===== src/include/erc_pkg.sv =====
// How it works
// - first write of standalone or load-share enable locks the configuration type.
// - the lock survives soft reset; only loss of supply releases it.
// - standalone locks with load-share zero; regulator still switches on and off.
// - standalone: change attempts are ignored, command-fault flag stays clear.
// - standalone: shunt threshold limits current and sets overcurrent flag only.
// - overcurrent flag holds until host clears it; clear works once condition gone.
// - standalone: undervoltage monitored and reported in the undervoltage flag.
// - load-share locks on first load-share write; standalone enable then has no function.
// - load-share locked: change attempts set command-fault flag, configuration unchanged.
// - keep bit clear: sharing off in stop mode, resumes in normal mode.
// - keep bit set: sharing stays enabled during stop mode.
// - sharing active in normal mode whenever load-share configuration is locked, except on low supply without keep-on bit.
// - load-share mode never reports third regulator undervoltage.
// - third regulator shuts down whenever the device is in fail-safe mode.
// - load-share mode has no current limiting; overcurrent flag never set.
// - regulator off on low supply, back on after recovery, unless keep-on bit set.
// - standalone: voltage select zero gives 5.0V, one gives 3.3V; ignored in load share.
package erc_pkg;

  // device operating modes
  typedef enum logic [2:0] {
    ERC_MODE_INIT,
    ERC_MODE_NORMAL,
    ERC_MODE_STOP,
    ERC_MODE_SLEEP,
    ERC_MODE_RESTART,
    ERC_MODE_FAILSAFE
  } erc_mode_t;

  // locked configuration type
  typedef enum logic [1:0] {
    ERC_CFG_NONE,
    ERC_CFG_STANDALONE,
    ERC_CFG_SHARE
  } erc_cfg_t;

  // one host write of the control bits
  typedef struct packed {
    logic standalone_enable;
    logic load_share_enable;
    logic share_in_stop_keep;
    logic keep_on_at_low_input;
    logic third_reg_voltage_select;
  } erc_ctrl_t;

  // analog monitor levels
  typedef struct packed {
    logic shunt_at_threshold;
    logic output_undervoltage;
    logic supply_undervoltage;
  } erc_mon_t;

  // drive to the analog regulator
  typedef struct packed {
    logic reg_on;
    logic share_on;
    logic current_limit_on;
    logic uv_monitor_on;
    logic select_3v3;
  } erc_drive_t;

  localparam erc_ctrl_t CTRL_RESET = 5'h00;
  localparam logic      SEL_5V0    = 1'h0;  // voltage select value for 5.0V

endpackage


===== src/hw/erc_sticky_flag.sv =====
`timescale 1ns/10ps
// sticky status flag: set wins over clear, clear blocked while cause persists
module erc_sticky_flag
(
  input  wire logic sys_clk,
  input  wire logic rst,
  input  wire logic set_i,
  input  wire logic cause_i,
  input  wire logic clear_i,
  output logic      flag_o
);

  logic flag_q;
  logic flag_d;

  // set has priority; a clear succeeds only once the cause is gone
  assign flag_d = set_i | (flag_q & ~(clear_i & ~cause_i));
  assign flag_o = flag_q;

  // register
  always_ff @(posedge sys_clk)
  begin
    if (rst)
      flag_q <= 1'h0;
    else
      flag_q <= flag_d;
  end

endmodule


===== src/hw/erc_third_regulator_ctrl.sv =====
`timescale 1ns/10ps
// control of the external-transistor third regulator with write-once configuration
module erc_third_regulator_ctrl
(
  input  wire logic                 sys_clk,
  input  wire logic                 rst,
  input  wire logic                 por,
  input  wire erc_pkg::erc_mode_t   mode,
  input  wire logic                 ctrl_wr,
  input  wire erc_pkg::erc_ctrl_t   ctrl_wdata,
  input  wire erc_pkg::erc_mon_t    mon,
  input  wire logic                 oc_clear,
  input  wire logic                 uv_clear,
  output erc_pkg::erc_cfg_t         cfg_locked,
  output erc_pkg::erc_ctrl_t        ctrl_rdata,
  output logic                      third_reg_overcurrent_flag,
  output logic                      third_reg_undervoltage_flag,
  output logic                      command_fault_pulse,
  output erc_pkg::erc_drive_t       drive
);

  ////////////////////////////////////////////////////////////////////////
  // configuration lock, held through soft reset

  erc_pkg::erc_cfg_t cfg_q;
  erc_pkg::erc_cfg_t cfg_d;
  wire               first_sa;
  wire               first_ls;
  wire               ls_change;

  // first enable bit written picks the type; load share wins if both
  assign first_ls  = ctrl_wr & (cfg_q == erc_pkg::ERC_CFG_NONE)
                     & ctrl_wdata.load_share_enable;
  assign first_sa  = ctrl_wr & (cfg_q == erc_pkg::ERC_CFG_NONE)
                     & ctrl_wdata.standalone_enable
                     & ~ctrl_wdata.load_share_enable;
  // under load share, clearing load share or setting standalone is a change
  assign ls_change = ctrl_wr & (cfg_q == erc_pkg::ERC_CFG_SHARE)
                     & (~ctrl_wdata.load_share_enable
                        | ctrl_wdata.standalone_enable);

  always_comb
  begin
    cfg_d = cfg_q;
    if (first_ls)
      cfg_d = erc_pkg::ERC_CFG_SHARE;
    else if (first_sa)
      cfg_d = erc_pkg::ERC_CFG_STANDALONE;
  end

  // only power-on reset clears the lock
  always_ff @(posedge sys_clk)
  begin
    if (por)
      cfg_q <= erc_pkg::ERC_CFG_NONE;
    else
      cfg_q <= cfg_d;
  end

  assign cfg_locked = cfg_q;

  ////////////////////////////////////////////////////////////////////////
  // control bits, all cleared by soft reset; the share bit follows the lock again next cycle

  erc_pkg::erc_ctrl_t ctrl_q;
  erc_pkg::erc_ctrl_t ctrl_d;
  wire                in_sa;
  wire                in_ls;

  assign in_sa = (cfg_d == erc_pkg::ERC_CFG_STANDALONE);
  assign in_ls = (cfg_d == erc_pkg::ERC_CFG_SHARE);

  always_comb
  begin
    ctrl_d = ctrl_q;
    if (ctrl_wr)
    begin
      ctrl_d.share_in_stop_keep       = ctrl_wdata.share_in_stop_keep;
      ctrl_d.keep_on_at_low_input     = ctrl_wdata.keep_on_at_low_input;
      ctrl_d.third_reg_voltage_select = ctrl_wdata.third_reg_voltage_select;
      // standalone may still switch on and off; a load-share request is dropped
      ctrl_d.standalone_enable = in_sa & ctrl_wdata.standalone_enable;
    end
    ctrl_d.load_share_enable = in_ls;
    if (in_ls)
      ctrl_d.standalone_enable = 1'h0;
  end

  always_ff @(posedge sys_clk)
  begin
    if (rst | por)
    begin
      ctrl_q                   <= erc_pkg::CTRL_RESET;
      ctrl_q.load_share_enable <= 1'h0;
    end
    else
      ctrl_q <= ctrl_d;
  end

  assign ctrl_rdata = ctrl_q;

  ////////////////////////////////////////////////////////////////////////
  // command fault: pulse on a refused change under load share only

  logic fault_q;

  always_ff @(posedge sys_clk)
  begin
    if (rst | por)
      fault_q <= 1'h0;
    else
      fault_q <= ls_change;
  end

  assign command_fault_pulse = fault_q;

  ////////////////////////////////////////////////////////////////////////
  // regulator enable and drive

  wire sa_mode;
  wire ls_mode;
  wire fail_safe;
  wire low_supply_off;
  wire sa_allowed;
  wire ls_allowed;

  assign sa_mode        = (cfg_q == erc_pkg::ERC_CFG_STANDALONE);
  assign ls_mode        = (cfg_q == erc_pkg::ERC_CFG_SHARE);
  assign fail_safe      = (mode == erc_pkg::ERC_MODE_FAILSAFE);
  assign low_supply_off = mon.supply_undervoltage
                          & ~ctrl_q.keep_on_at_low_input;
  // standalone holds its state in all modes but init and fail-safe
  assign sa_allowed     = sa_mode & ctrl_q.standalone_enable
                          & (mode != erc_pkg::ERC_MODE_INIT);
  // sharing in normal and restart, in stop only when kept
  assign ls_allowed     = ls_mode
                          & ((mode == erc_pkg::ERC_MODE_NORMAL)
                             | (mode == erc_pkg::ERC_MODE_RESTART)
                             | ((mode == erc_pkg::ERC_MODE_STOP)
                                & ctrl_q.share_in_stop_keep));

  erc_pkg::erc_drive_t drive_d;
  erc_pkg::erc_drive_t drive_q;

  always_comb
  begin
    drive_d                  = '0;
    drive_d.reg_on           = (sa_allowed | ls_allowed)
                               & ~fail_safe & ~low_supply_off;
    drive_d.share_on         = drive_d.reg_on & ls_mode;
    drive_d.current_limit_on = drive_d.reg_on & sa_mode;
    drive_d.uv_monitor_on    = drive_d.reg_on & sa_mode;
    drive_d.select_3v3       = sa_mode
                               & (ctrl_q.third_reg_voltage_select != erc_pkg::SEL_5V0);
  end

  always_ff @(posedge sys_clk)
  begin
    if (rst | por)
      drive_q <= '0;
    else
      drive_q <= drive_d;
  end

  assign drive = drive_q;

  ////////////////////////////////////////////////////////////////////////
  // status flags

  wire oc_set;
  wire uv_set;

  assign oc_set = drive_q.current_limit_on & mon.shunt_at_threshold;
  assign uv_set = drive_q.uv_monitor_on & mon.output_undervoltage;

  erc_sticky_flag u_oc_flag
  (
    .sys_clk (sys_clk),
    .rst     (rst | por),
    .set_i   (oc_set),
    .cause_i (mon.shunt_at_threshold),
    .clear_i (oc_clear),
    .flag_o  (third_reg_overcurrent_flag)
  );

  erc_sticky_flag u_uv_flag
  (
    .sys_clk (sys_clk),
    .rst     (rst | por),
    .set_i   (uv_set),
    .cause_i (uv_set),
    .clear_i (uv_clear),
    .flag_o  (third_reg_undervoltage_flag)
  );

endmodule


===== config.mk =====
export PLATFORM = sky130hd
export DESIGN_NAME = erc_third_regulator_ctrl
export DESIGN_NICKNAME = d
export VERILOG_FILES = /design/src/include/erc_pkg.sv /design/src/hw/erc_sticky_flag.sv /design/src/hw/erc_third_regulator_ctrl.sv
export SDC_FILE = /design/constraint.sdc
export NUM_CORES = 1
export LEC_CHECK = 0
export BUFFER_PORTS_ARGS = -buffer_cell sky130_fd_sc_hd__buf_2
export CAP_MARGIN = 5
export CELL_PAD_IN_SITES_DETAIL_PLACEMENT = 0
export CELL_PAD_IN_SITES_GLOBAL_PLACEMENT = 2
export CORE_ASPECT_RATIO = 0.75
export CORE_MARGIN = 5
export CORE_UTILIZATION = 21
export DETAILED_ROUTE_END_ITERATION = 6
export PLACE_DENSITY_LB_ADDON = 0.1
export SKIP_CTS_REPAIR_TIMING = 1
export SLEW_MARGIN = 20
export SYNTH_ARGS = -nofsm -noshare
export SYNTH_HDL_FRONTEND = slang
export SYNTH_HIERARCHICAL = 1
export SYNTH_SLANG_ARGS = --single-unit

===== constraint.sdc =====
create_clock -name sys_clk -period 1.25 [get_ports sys_clk]
set_clock_uncertainty 0.05 [all_clocks]
set_input_delay 0.0625 -clock sys_clk [delete_from_list [all_inputs] [get_ports sys_clk]]
set_output_delay 0.0625 -clock sys_clk [all_outputs]
set_load 0.02 [all_outputs]

# After elaboration in Yosys (flattened, before gate mapping)
# Cells that the tools add are included.
# op_classes
addsub,0
multipliers,0
div,0
n_lt_le_gt_ge,0
eq_ne,8
n_shift,0
mux,2
bitwise,38
n_reduce_logical,3
# ops
cell,count
$and 1x1->1,23
$not 1->1,8
$or 1x1->1,7
$eq 3x3->1 const B,2
$eq 2x1->1 const B,2
$eq 2x2->1 const B,2
$mux 2,2
$eq 3x1->1 const B,1
$eq 3x2->1 const B,1
$reduce_bool 3->1,1
$logic_not 2->1,1
$reduce_or 2->1,1
# word_totals
register_bits,14
latch_bits,0
ramBits,0
rom_bits,0
in_bits,17
out_inout_bits,15
wordCells,64
n_memories,0

# Logic depth before layout (Yosys ltp)
# Gate-level depths: netlist of the first run.
# depth
depth_word,8
depth_mapped,4
ltp_nobuf,3

# By module
# Netlist of the first run, hierarchy kept.
# by_module_without_submodules
module,instances,cells_per_inst,area_per_inst_um2,seq_area_each_um2
erc_third_regulator_ctrl,1,56,509.2,240.2
erc_sticky_flag,2,4,46.3,20.0

# Least setup slack after synthesis of the first run
# Ideal clock, no wire load.
# synth_timing
path_type,flip-flop to flip-flop
start,"reg cfg_q[1], in the netlist cfg_locked[1]"
end,"reg drive_q, in the netlist drive[4]"
t_arrival_ns,1.197
required_ns,1.126
path_slack_ns,-0.071
stages_incl_launch_ff,4
path_buffers,0
cell_sequence,dfxtp_1 nand2b_4 or4b_1 a31oi_1
# synth_via
elab_chain_cells,6
# synth_lines
element,line_no,source
start: declaration,erc_third_regulator_ctrl.sv:25,erc_pkg::erc_cfg_t cfg_q;
start signal: assignment,erc_third_regulator_ctrl.sv:55,cfg_q <= erc_pkg::ERC_CFG_NONE;
start signal: assignment,erc_third_regulator_ctrl.sv:57,cfg_q <= cfg_d;
$eq 2x1->1,erc_third_regulator_ctrl.sv:127,assign sa_mode = (cfg_q == erc_pkg::ERC_CFG_STANDALONE);
$and 1x1->1,erc_third_regulator_ctrl.sv:133,assign sa_allowed = sa_mode & ctrl_q.standalone_enable
$and 1x1->1,erc_third_regulator_ctrl.sv:134,& (mode != erc_pkg::ERC_MODE_INIT);
$or 1x1->1 *,erc_third_regulator_ctrl.sv:148,drive_d.reg_on = (sa_allowed | ls_allowed)
$and 1x1->1 * (2 in series),erc_third_regulator_ctrl.sv:149,& ~fail_safe & ~low_supply_off;
end signal: assignment,erc_third_regulator_ctrl.sv:162,drive_q <= drive_d;
end: declaration,erc_third_regulator_ctrl.sv:143,erc_pkg::erc_drive_t drive_q;
# Every way passes the cells marked *; elsewhere a longest branch is shown, timed or not.
# A chain may end at the register's enable or synchronous reset.

# Final worst setup path of the first run
# layout_timing
start,"reg cfg_q[0], in the netlist cfg_locked[0]"
end,"reg drive_q, in the netlist drive[4]"
# Same word-level chain as after synthesis.

==> flow_summary.rst, run 1 <==
.. list-table::
   :header-rows: 1

   * - Metric
     - Value
   * - Die ar.
     - approximately 4000 um2
   * - Endpoint required time on the critical path
     - around 1400 ps
   * - Clock-pin slew on the worst setup and hold paths
     - around 60 ps
   * - Total DRC errors in the routed layout
     - 0
   * - Post-layout instance area
     - between 800 and 900 um2
   * - Die span in y
     - 56.4 um
   * - Count of port buffers added during placement
     - 31
   * - Initial antenna violation count
     - 0
   * - Number of DRC markers in iteration 0
     - 16
   * - GRT Total Usage
     - approximately 8.0%
   * - Worst-case vdd ir drop
     - roughly 0.00062 V
   * - Fillers
     - ~310
   * - Total routed wirelength
     - approximately 1500 um
   * - Half-perimeter wire length after detailed placement
     - 1300 um
   * - Top flip-flop cell by instance count after synthesis
     - dfxtp_1
   * - Count of distinct cell types in the synthesized netlist
     - 27
   * - Post-synthesis sequential area ratio
     - a little under half
   * - Worst slew margin
     - between 80 and 90%
   * - Leakage component of the power
     - about 0.42 nW
   * - Launching element type of the critical path
     - flip-flop
   * - Deepest clock path buffer count
     - 2
   * - Average size of a mapped cell
     - between 9 and 10 um2
   * - Endpoint class of the critical path
     - flip-flop
   * - Most common cell after layout, fill and taps aside
     - buf_2
   * - Power, Total
     - 0.00102 W
   * - RSZ-0062 raised after global routing
     - yes
   * - Clock tree root driver cell
     - clkbuf_8
   * - Net count after synthesis
     - 81
   * - Cell row count
     - 16
   * - Critical register-to-register path startpoint
     - cfg_locked[0]
   * - Worst R2R End
     - drive[4]
   * - Share of the cycle needed by the critical path after routing
     - between 90% and 100%
   * - Total of flip-flops plus latches after synthesis
     - 14
   * - Total power per unit cell area
     - ~1200 nW/um2
   * - EDFF count, synth
     - 0
   * - Gr ovfl total
     - 0
   * - Number of buffers created by CTS
     - 3
   * - Maximum number of pins on one net before global-route repair
     - 10
   * - Clock latency on the worst-skew pair
     - approximately 240 ps
   * - ANT cells
     - 0
   * - Vias in the first global route
     - a little over 500
   * - Share of the synthesized area in the top cell type
     - between 40% and 50%
   * - Routed wire per std cell
     - roughly 11 um
   * - Worst EP arrival
     - roughly 1300 ps
   * - Routability congestion estimate
     - ~0.68
   * - Number of violations of the max-capacitance limit
     - 0
   * - Placeable Area
     - approximately 2700 um2
   * - Global-route wire length before repair
     - 2440 um
   * - Max frequency
     - 818 MHz
   * - Initial standard-cell utilization of the core
     - about 22%
   * - Min Tclk post-route
     - around 1200 ps
   * - # clock sinks
     - 14
   * - Crit path capture
     - drive[4]
   * - Critical setup path kind
     - flip-flop to flip-flop
   * - CP startpoint
     - cfg_locked[0]
   * - Chip Width
     - a little over 70 um
   * - Yosys warning total
     - 6
   * - Largest area contributor in the netlist
     - dfxtp_1
   * - Antenna-violating nets left
     - 0
   * - Ys async rst share
     - 0%
   * - Number of iterations in the first detailed-routing pass
     - 4
   * - # setup viols final
     - 0
   * - TritonCTS clock tree
     - yes
   * - Worst hold path cell count
     - 3
   * - Worst Hold Launch
     - ctrl_wdata[2]
   * - Top-Level Pins
     - 32
   * - Flop-to-flop setup slack
     - between 20 and 30 ps
   * - Non-filler instance count after layout
     - 138
   * - Highest fanout seen on the critical path
     - 4
   * - Worst Reg2Reg Path Length in Cells
     - 3
   * - Classification of the worst-slack hold path
     - input port to flip-flop
   * - Pins Over Slew Limit
     - 0
   * - Cells taking the most area after synthesis
     - dfxtp_1 (47%), nor2_1 (5.6%), mux2i_1 (5.0%)
   * - H-tree levels
     - 1
   * - Worst-margin pin slew
     - roughly 230 ps
   * - Nets
     - 120
   * - Vias after detailed routing
     - around 570
   * - Final Hold Fails
     - 0
   * - Fraction of layout cells with a size suffix above 1
     - 47.1%
   * - Cell Area, Placed
     - 823 um2
   * - Run status
     - finished clean
   * - Gate count after technology mapping
     - 64
   * - Post-synthesis instance area
     - 602 um2
   * - Utilization after layout
     - 33.2%
   * - Most frequent cells in the layout
     - buf_2 (31), dfxtp_1 (12), nor2_1 (9)
   * - Syn-to-layout area delta
     - 48.0%
   * - Placed insts
     - 133
   * - Via-to-Cell Ratio
     - 4.09
-- critical path, cell delays in order (launching register included) --
cell	delay, ps
dfxtp_2	310
nand2b_4	150
or4b_1	470
a31oi_1	170
-- cell families after synthesis --
| group | count (synthesis) | share of synthesized area [%] |
|---|---|---|
| AOI/OAI and AO/OA | 12 | 12.1 |
| xor gates and xnor gates | 1 | 1.46 |
| buffers and inverters | 6 | 4.37 |
| DFF | 14 | 46.6 |
| muxes | 3 | 4.99 |
| and+or+nand+nor | 28 | 30.6 |
-- stage by stage --
step | hold WS (ps) | setup TNS, ps | setup slack [ps]
after global routing | 10.8 | -2.40 | -2.40
after floorplan | 77.5 | 0 | 10.4
after global placement | 196 | 0 | 71.7
after CTS | -64.5 | 0 | 24.4
final | 4.22 | 0 | 27.5
after detailed placement | 196 | 0 | 36.9
-- cell usage after synthesis, drive strengths merged, types with 2 or more instances --
cell and n:
a21oi 2, a31oi 3, and2 2, and2b 2, dfxtp 14, inv 4
mux2i 3, nand2b 2, nor2 9, nor3 5, nor3b 2, o21ai 4
-- metal layers --
layer | global-route usage (%) | part of all wire (%)
met4 | 2.41 | 0.52
met1 | 11.5 | 50
met2 | 9.29 | 40
met5 | 0 | 0
met3 | 4.99 | 9.0
-- state kept, by name (all words and copies together) (netlist names) --
register,count
ctrl_rdata,5
drive,4
cfg_locked,2
command_fault_pulse,1
u_oc_flag/flag_o,1
u_uv_flag/flag_o,1
-- layout make-up --
cell class	instances	area, um2	share of cell area (%)
Inverter	4	15.0	1.69
Multi-Input combinational cell	44	295	33.1
Sequential cell	14	285	32.0
Tap cell	36	45.0	5.06
Clock buffer	4	55.1	6.18
Timing Repair Buffer	36	195	21.9
-- power by group --
group	switching, W	internal [W]	total (W)
registers	0.00000869	0.000457	0.000465
clock network	0.000152	0.000279	0.000430
logic	0.0000660	0.0000628	0.000129
total	0.000226	0.000798	0.00102
-- worst min-delay path by stage --
stage and to:
6_report ctrl_rdata[2], 5_1_grt ctrl_rdata[0], 4_1_cts cfg_locked[1], 3_5_place_dp cfg_locked[1], 3_3_place_gp cfg_locked[1], 2_1_floorplan cfg_locked[0]
(Power assumes the default switching activity.)
==> inputs of run 2 (changes only) <==
--- a/config.mk
+++ b/config.mk
@@ -11,7 +11,8 @@
 export CELL_PAD_IN_SITES_GLOBAL_PLACEMENT = 2
 export CORE_ASPECT_RATIO = 0.75
 export CORE_MARGIN = 5
-export CORE_UTILIZATION = 21
+export CORE_UTILIZATION = 22
+export CTS_BUF_LIST = sky130_fd_sc_hd__clkbuf_4
 export DETAILED_ROUTE_END_ITERATION = 6
 export PLACE_DENSITY_LB_ADDON = 0.1
 export SKIP_CTS_REPAIR_TIMING = 1
==> run 2 against run 1 <==
The flow now finishes with violations (negative hold slack); count of clock-buffer cells in the layout down 1; sequential power is essentially flat; clock power is 45% lower; maximum frequency up 0.45%; non-clock buffer count increased by 2; worst setup slack better by 5.5 ps; flip-flop and latch count stayed put; largest cell class unchanged.
==> flow_summary.rst, run 2 (synthesized netlist as in run 1, its figures left out) <==
.. list-table::
   :header-rows: 1

   * - Metric
     - Value
   * - # setup viols final
     - 0 (unchanged)
   * - Final Hold Fails
     - 1 (+1)
   * - Routed wire per std cell
     - 11.3 um (+1.5%)
   * - Syn-to-layout area delta
     - 45.9%
   * - Worst-margin pin slew
     - 243 ps (+16.4 ps)
   * - GRT Total Usage
     - 8.49% (+0.52 points)
   * - Total DRC errors in the routed layout
     - 0 (unchanged)
   * - Most frequent cells in the layout
     - buf_2 (31), dfxtp_1 (12), nor2_1 (9)
   * - Vias in the first global route
     - 545 (+5.2%)
   * - Die span in y
     - 55.3 um (-1.9%)
   * - Worst-case vdd ir drop
     - 0.000370 V (-41%)
   * - Deepest clock path buffer count
     - 2 (unchanged)
   * - Fillers
     - 298 (-4.2%)
   * - Worst EP arrival
     - 1360 ps (+20 ps)
   * - Violated checks
     - negative hold slack
   * - Max frequency
     - 822 MHz (+0.45%)
   * - Fraction of layout cells with a size suffix above 1
     - 45.6% (-1.4 points)
   * - # clock sinks
     - 14 (unchanged)
   * - H-tree levels
     - 1 (unchanged)
   * - Die ar.
     - 3890 um2 (-3.8%)
   * - Total routed wirelength
     - 1580 um (+2.2%)
   * - Gr ovfl total
     - 0 (unchanged)
   * - Total Negative Setup Slacks
     - 0 ps (unchanged)
   * - Vias after detailed routing
     - 558 (-1.2%)
   * - Highest fanout seen on the critical path
     - 4 (unchanged)
   * - Worst slew margin
     - 83.8% (-1.1 points)
   * - Switching portion of total power
     - 24.0% (+1.9 points)
   * - Most common cell after layout, fill and taps aside
     - buf_2
   * - Clock latency on the worst-skew pair
     - 270 ps (+30 ps)
   * - Total power per unit cell area
     - 950 nW/um2 (-17%)
   * - Critical path's slowest cell
     - or4b_1
   * - Number of iterations in the first detailed-routing pass
     - 3 (-1)
   * - TritonCTS clock tree
     - yes
   * - RSZ-0062 raised after global routing
     - yes
   * - Endpoint required time on the critical path
     - 1400 ps (+30 ps)
   * - Min Tclk post-route
     - 1220 ps (-5.51 ps)
   * - Launching element type of the critical path
     - flip-flop
   * - Placeable Area
     - 2620 um2 (-2.2%)
   * - Pins Over Slew Limit
     - 0 (unchanged)
   * - Classification of the worst-slack hold path
     - input port to flip-flop
   * - Number of DRC markers in iteration 0
     - 11 (-5)
   * - Via-to-Cell Ratio
     - 4.01 (-1.9%)
   * - Critical setup path kind
     - flip-flop to flip-flop
   * - Chip Width
     - 70.4 um (-2.0%)
   * - Cell Chain, Critical Path
     - nand2b_4 > or4b_1 > a31oi_1
   * - Number of buffers created by CTS
     - 3 (unchanged)
   * - Share of the cycle needed by the critical path after routing
     - 97.4% (-0.44 points)
   * - ANT cells
     - 0 (unchanged)
   * - Leakage component of the power
     - 0.418 nW (-1.6%)
   * - Max FFs per register
     - 5 (unchanged)
   * - Logic gate share of total power
     - 16.0% (+3.4 points)
   * - Worst Path Buf+Inv
     - 0 (unchanged)
   * - Cell row count
     - 16 (unchanged)
   * - Total net switching power
     - 0.000200 W (-12%)
   * - Endpoint class of the critical path
     - flip-flop
   * - Power share of the sequential group
     - 55.7% (+10 points)
   * - Longest individual stage delay on the worst path
     - 470 ps (about the same)
   * - Pre-CTS worst setup slack
     - 36.6 ps (-0.223 ps)
   * - Initial standard-cell utilization of the core
     - 22.9% (+0.51 points)
   * - Count of port buffers added during placement
     - 31 (unchanged)
   * - WHS
     - -7.51 ps (-11.7 ps)
   * - Number of violations of the max-capacitance limit
     - 0 (unchanged)
   * - Internal power
     - 0.000634 W (-21%)
   * - Global-route wire length before repair
     - 2670 um (+9.3%)
   * - Clock-pin slew on the worst setup and hold paths
     - 80 ps (+20 ps)
   * - Worst setup slack after layout
     - 33.0 ps (+5.51 ps)
   * - Clock tree root driver cell
     - clkbuf_4
   * - Critical path's top delay family
     - simple AND/OR/NAND/NOR gates
   * - Routability congestion estimate
     - 0.700 (+2.5%)
   * - Maximum number of pins on one net before global-route repair
     - 10 (unchanged)
   * - Top-Level Pins
     - 32 (unchanged)
   * - Clock power frac
     - 28.3% (-14 points)
   * - Run status
     - complete, but fails checks
   * - Antenna-violating nets left
     - 0 (unchanged)
   * - Nets
     - 122 (+1.7%)
   * - Initial antenna violation count
     - 0 (unchanged)
[run 2: power by group through the flow]
stage | Sequential [W] | Clock (W) | Combinational, W
global route | 0.000466 | 0.000270 | 0.000149
CTS | 0.000466 | 0.000256 | 0.000129
finish | 0.000465 | 0.000236 | 0.000134
detailed placement | 0.000477 | 0 | 0.000128
global placement | 0.000476 | 0 | 0.000129
floorplan | 0.000489 | 0 | 0.0000521
[run 2: final cells by class]
type | instances | area, um2 | area share (%)
Timing Repair Buffer | 38 | 215 | 24.5
Multi-Input combinational cell | 44 | 295 | 33.6
Sequential cell | 14 | 285 | 32.5
Clock buffer | 3 | 22.5 | 2.56
Inverter | 4 | 15.0 | 1.71
Tap cell | 36 | 45.0 | 5.13
[run 2: metal layers]
layer,track usage [%],vias to the layer above,wire (um)
li1,-,300,-
met1,12.0,238,792
met2,11.2,18,639
met3,4.71,2,131
met4,1.64,0,13
met5,0,-,0
[run 2: through the flow]
stage          utilization [%]  std cells  instance area (um2)  total power (W)  hold slack [ps]
5_1_grt                   33.5        139                  878         0.000885             17.9
2_1_floorplan                -         64                  604         0.000542             77.5
6_report                  33.5        139                  878         0.000834            -7.51
3_5_place_dp              31.4        133                  823         0.000605              200
3_3_place_gp              31.4        133                  823         0.000605              198
4_1_cts                   32.3        136                  846         0.000851            -98.8
[run 2: path summary, 6_finish.rpt]
path / from / cells past startpoint / to / slack, ps
max: cfg_locked[0] / 3 / drive[4] / 30
min reg2reg: u_uv_flag/flag_o / 2 / u_uv_flag/flag_o / 440
max reg2reg: cfg_locked[0] / 3 / drive[4] / 30
min: ctrl_wdata[1] / 3 / ctrl_rdata[1] / -8
[run 2: worst register-to-register path: stages, from the launching register on]
cell      delay (ps)
dfxtp_2          320
nand2b_4         140
or4b_1           470
a31oi_1          160
==> inputs of run 3 (changes only) <==
--- a/config.mk
+++ b/config.mk
@@ -11,7 +11,7 @@
 export CELL_PAD_IN_SITES_GLOBAL_PLACEMENT = 2
 export CORE_ASPECT_RATIO = 0.75
 export CORE_MARGIN = 5
-export CORE_UTILIZATION = 22
+export CORE_UTILIZATION = 21
 export CTS_BUF_LIST = sky130_fd_sc_hd__clkbuf_4
 export DETAILED_ROUTE_END_ITERATION = 6
 export PLACE_DENSITY_LB_ADDON = 0.1
@@ -19,5 +19,4 @@
 export SLEW_MARGIN = 20
 export SYNTH_ARGS = -nofsm -noshare
 export SYNTH_HDL_FRONTEND = slang
-export SYNTH_HIERARCHICAL = 1
 export SYNTH_SLANG_ARGS = --single-unit
==> run 3 against run 2 <==
The flow now finishes without violations; sequential share of layout area unchanged; worst setup slack improved by 4.3 ps; register-to-register slack about the same; count of clock-buffer cells in the layout unchanged; first-iteration DRC count grew 82%; largest cell class is now sequential cells; clock power up 9.7%; cell count increased by 0.72%.
==> flow_summary.rst, run 3 <==
.. list-table::
   :header-rows: 1

   * - Metric
     - Value
   * - Fraction of layout cells with a size suffix above 1
     - 39.4% (-6.2 points)
   * - Via-to-Cell Ratio
     - 4.01 (-0.18%)
   * - Max FFs per register
     - 5 (unchanged)
   * - ANT cells
     - 0 (unchanged)
   * - Most frequent cells in the layout
     - buf_2 (31), dfxtp_1 (12), dlygate4sd3_1 (8), nor2_1 (7), o21ai_0 (5)
   * - Post-synthesis adder-cell area fraction
     - 0% (unchanged)
   * - Number of iterations in the first detailed-routing pass
     - 4 (+1)
   * - RSZ-0062 raised after global routing
     - no
   * - Routability congestion estimate
     - 0.720 (+2.8%)
   * - GRT Total Usage
     - 7.89% (-0.61 points)
   * - Vias in the first global route
     - 509 (-6.6%)
   * - Share of the synthesized area in the top cell type
     - 48.8% (+2.2 points)
   * - TritonCTS clock tree
     - yes
   * - Number of buffers created by CTS
     - 3 (unchanged)
   * - Ys async rst share
     - 0% (unchanged)
   * - Total Negative Setup Slacks
     - 0 ps (unchanged)
   * - Share of the cycle needed by the critical path after routing
     - 97.0% (-0.35 points)
   * - Post-synthesis sequential area ratio
     - 48.8% (+2.2 points)
   * - Pins Over Slew Limit
     - 0 (unchanged)
   * - Synth Area in Compound Gates
     - 15.3% (+3.2 points)
   * - H-tree levels
     - 1 (unchanged)
   * - Cells taking the most area after synthesis
     - dfxtp_1 (49%), mux2i_1 (5.2%), nor2_1 (4.6%)
   * - Logic gate share of total power
     - 15.6% (-0.4 points)
   * - Worst EP arrival
     - 1370 ps (about the same)
   * - Count of distinct cell types in the synthesized netlist
     - 24 (-11%)
   * - Die ar.
     - 3890 um2 (about the same)
   * - Dominant combinational cell family by area after synthesis
     - simple AND/OR/NAND/NOR gates
   * - Nets
     - 122 (unchanged)
   * - Number of DRC markers in iteration 0
     - 20 (+9)
   * - Total DRC errors in the routed layout
     - 0 (unchanged)
   * - # clock sinks
     - 14 (unchanged)
   * - Placeable Area
     - 2620 um2 (unchanged)
   * - Highest fanout seen on the critical path
     - 4 (unchanged)
   * - Antenna-violating nets left
     - 0 (unchanged)
   * - Clock-pin slew on the worst setup and hold paths
     - 90 ps (about the same)
   * - Net count after synthesis
     - 80 (-1.2%)
   * - Post-synthesis instance area
     - 574 um2 (-4.6%)
   * - Max frequency
     - 825 MHz (+0.36%)
   * - Switching portion of total power
     - 25.2% (+1.2 points)
   * - Power share of the sequential group
     - 54.2% (-1.5 points)
   * - Endpoint class of the critical path
     - flip-flop
   * - Initial standard-cell utilization of the core
     - 21.9% (-1.0 points)
   * - Clock latency on the worst-skew pair
     - 280 ps (about the same)
   * - WHS
     - 30.6 ps (+38.1 ps)
   * - Gr ovfl total
     - 0 (unchanged)
   * - Total net switching power
     - 0.000216 W (+8.0%)
   * - Chip Width
     - 70.4 um (about the same)
   * - Endpoint required time on the critical path
     - 1400 ps (about the same)
   * - Final Hold Fails
     - 0 (-1)
   * - Clock power frac
     - 30.2% (+1.9 points)
   * - Area taken by flip-flops and latches
     - 285 um2 (unchanged)
   * - # setup viols final
     - 0 (unchanged)
   * - Fillers
     - 291 (-2.3%)
   * - Number of violations of the max-capacitance limit
     - 0 (unchanged)
   * - Yosys warning total
     - 0 (-6)
   * - Launching element type of the critical path
     - flip-flop
   * - Global-route wire length before repair
     - 2430 um (-9.1%)
   * - EDFF count, synth
     - 0 (unchanged)
   * - Mux contribution to synthesized area
     - 5.23% (+0.24 points)
   * - Deepest clock path buffer count
     - 2 (unchanged)
   * - Synthesized-area fraction occupied by and/or/nand/nor cells
     - 24.6% (-5.9 points)
   * - Top flip-flop cell by instance count after synthesis
     - dfxtp_1
   * - Critical setup path kind
     - flip-flop to flip-flop
   * - Routed wire per std cell
     - 11.0 um (-2.8%)
   * - Gate count after technology mapping
     - 63 (-1.6%)
   * - Total routed wirelength
     - 1540 um (-2.1%)
   * - Most used standard cells in the synthesized netlist
     - dfxtp_1 (14), nor2_1 (7), o21ai_0 (5)
   * - Most repeated cell in the gate-level netlist after synthesis
     - dfxtp_1
   * - Initial antenna violation count
     - 0 (unchanged)
   * - Largest area contributor in the netlist
     - dfxtp_1
   * - Die span in y
     - 55.3 um (about the same)
   * - Clock tree root driver cell
     - clkbuf_4
   * - Worst-margin pin slew
     - 272 ps (+28.5 ps)
   * - Count of port buffers added during placement
     - 31 (unchanged)
   * - Half-perimeter wire length after detailed placement
     - approximately 1200 um
   * - Maximum number of pins on one net before global-route repair
     - 10 (unchanged)
   * - Run status
     - finished clean
   * - Total of flip-flops plus latches after synthesis
     - 14 (unchanged)
   * - Worst slew margin
     - 81.8% (-2.0 points)
   * - Total power per unit cell area
     - 977 nW/um2 (+2.8%)
   * - Most common cell after layout, fill and taps aside
     - buf_2
   * - Classification of the worst-slack hold path
     - input port to flip-flop
   * - Vias after detailed routing
     - 561 (+0.54%)
   * - Worst-case vdd ir drop
     - 0.000266 V (-28%)
   * - Top-Level Pins
     - 32 (unchanged)
   * - Area used by multi-input combinational logic
     - 268 um2 (-9.3%)
   * - Syn-to-layout area delta
     - 52.9%
   * - Xor-xnor portion of the synthesized cell area
     - 1.53% (+0.070 points)
   * - Internal power
     - 0.000641 W (+1.2%)
   * - Average size of a mapped cell
     - 9.12 um2 (-3.1%)
   * - Min Tclk post-route
     - 1210 ps (-4.33 ps)
   * - Leakage component of the power
     - 0.410 nW (-1.9%)
   * - Cell row count
     - 16 (unchanged)
run 3: cell count changes in the layout (fill, tap and decap cells not counted), sizes merged, moves of 2 or more:
| cell | delta |
|---|---|
| and2 | -2 |
| buf | -3 |
| nor3 | -2 |
| nand2b | +2 |
| nor2 | -2 |
| dlygate4sd3 | +5 |
| a21oi | +2 |
| nor3b | -2 |
run 3: logic make-up (layout without fill, tap and decap cells):
family	Yosys count	in the layout
xor gates and xnor gates	1	1
AOI/OAI and AO/OA	15	15
buffers and inverters	6	47
muxes	3	3
DFF	14	14
and+or+nand+nor	24	24
run 3: cell type report:
cell class	instances	share of cell area, %
Tap cell	36	5.13
Multi-Input combinational cell	43	30.5
Clock inverter	1	0.427
Sequential cell	14	32.5
Clock buffer	3	2.56
Inverter	3	1.28
Timing Repair Buffer	40	27.6
run 3: metrics by stage:
stage / setup WS (ps) / util [%] / std cells / instance area, um2 / power [W]
6_report: 37.4 / 33.5 / 140 / 878 / 0.000858
3_5_place_dp: 43.7 / 29.3 / 128 / 769 / 0.000593
4_1_cts: 17.6 / 30.3 / 132 / 796 / 0.000864
3_3_place_gp: 74.7 / 29.3 / 128 / 769 / 0.000593
5_1_grt: 5.44 / 33.5 / 140 / 878 / 0.000916
2_1_floorplan: 10.6 / - / 63 / 577 / 0.000539
run 3: path summary, 6_finish.rpt:
kind,cells past startpoint,slack [ps],to,start
setup reg to reg,3,40,drive[4],cfg_locked[0]
hold reg to reg,2,430,u_uv_flag.flag_o,u_uv_flag.flag_o
hold / removal,3,30,cfg_locked[1],ctrl_wdata[3]
setup / recovery,3,40,drive[4],cfg_locked[0]
run 3: metal layers:
metal | wire length [um] | up-vias | track usage (%)
li1 | - | 300 | -
met1 | 792 | 236 | 10.9
met2 | 591 | 23 | 10.0
met3 | 147 | 2 | 4.71
met4 | 13 | 0 | 2.46
met5 | 0 | - | 0
run 3: worst max-delay path, cell delays in order (launching register included):
cell	delay [ps]
dfxtp_2	320
nand2b_4	140
or4b_1	460
a31oi_1	170
run 3: power by group through the flow:
stage	clock network (W)	logic (W)	registers (W)
2_1_floorplan	0	0.0000497	0.000489
3_3_place_gp	0	0.000118	0.000475
3_5_place_dp	0	0.000117	0.000476
4_1_cts	0.000280	0.000117	0.000466
5_1_grt	0.000300	0.000149	0.000467
6_report	0.000259	0.000134	0.000465
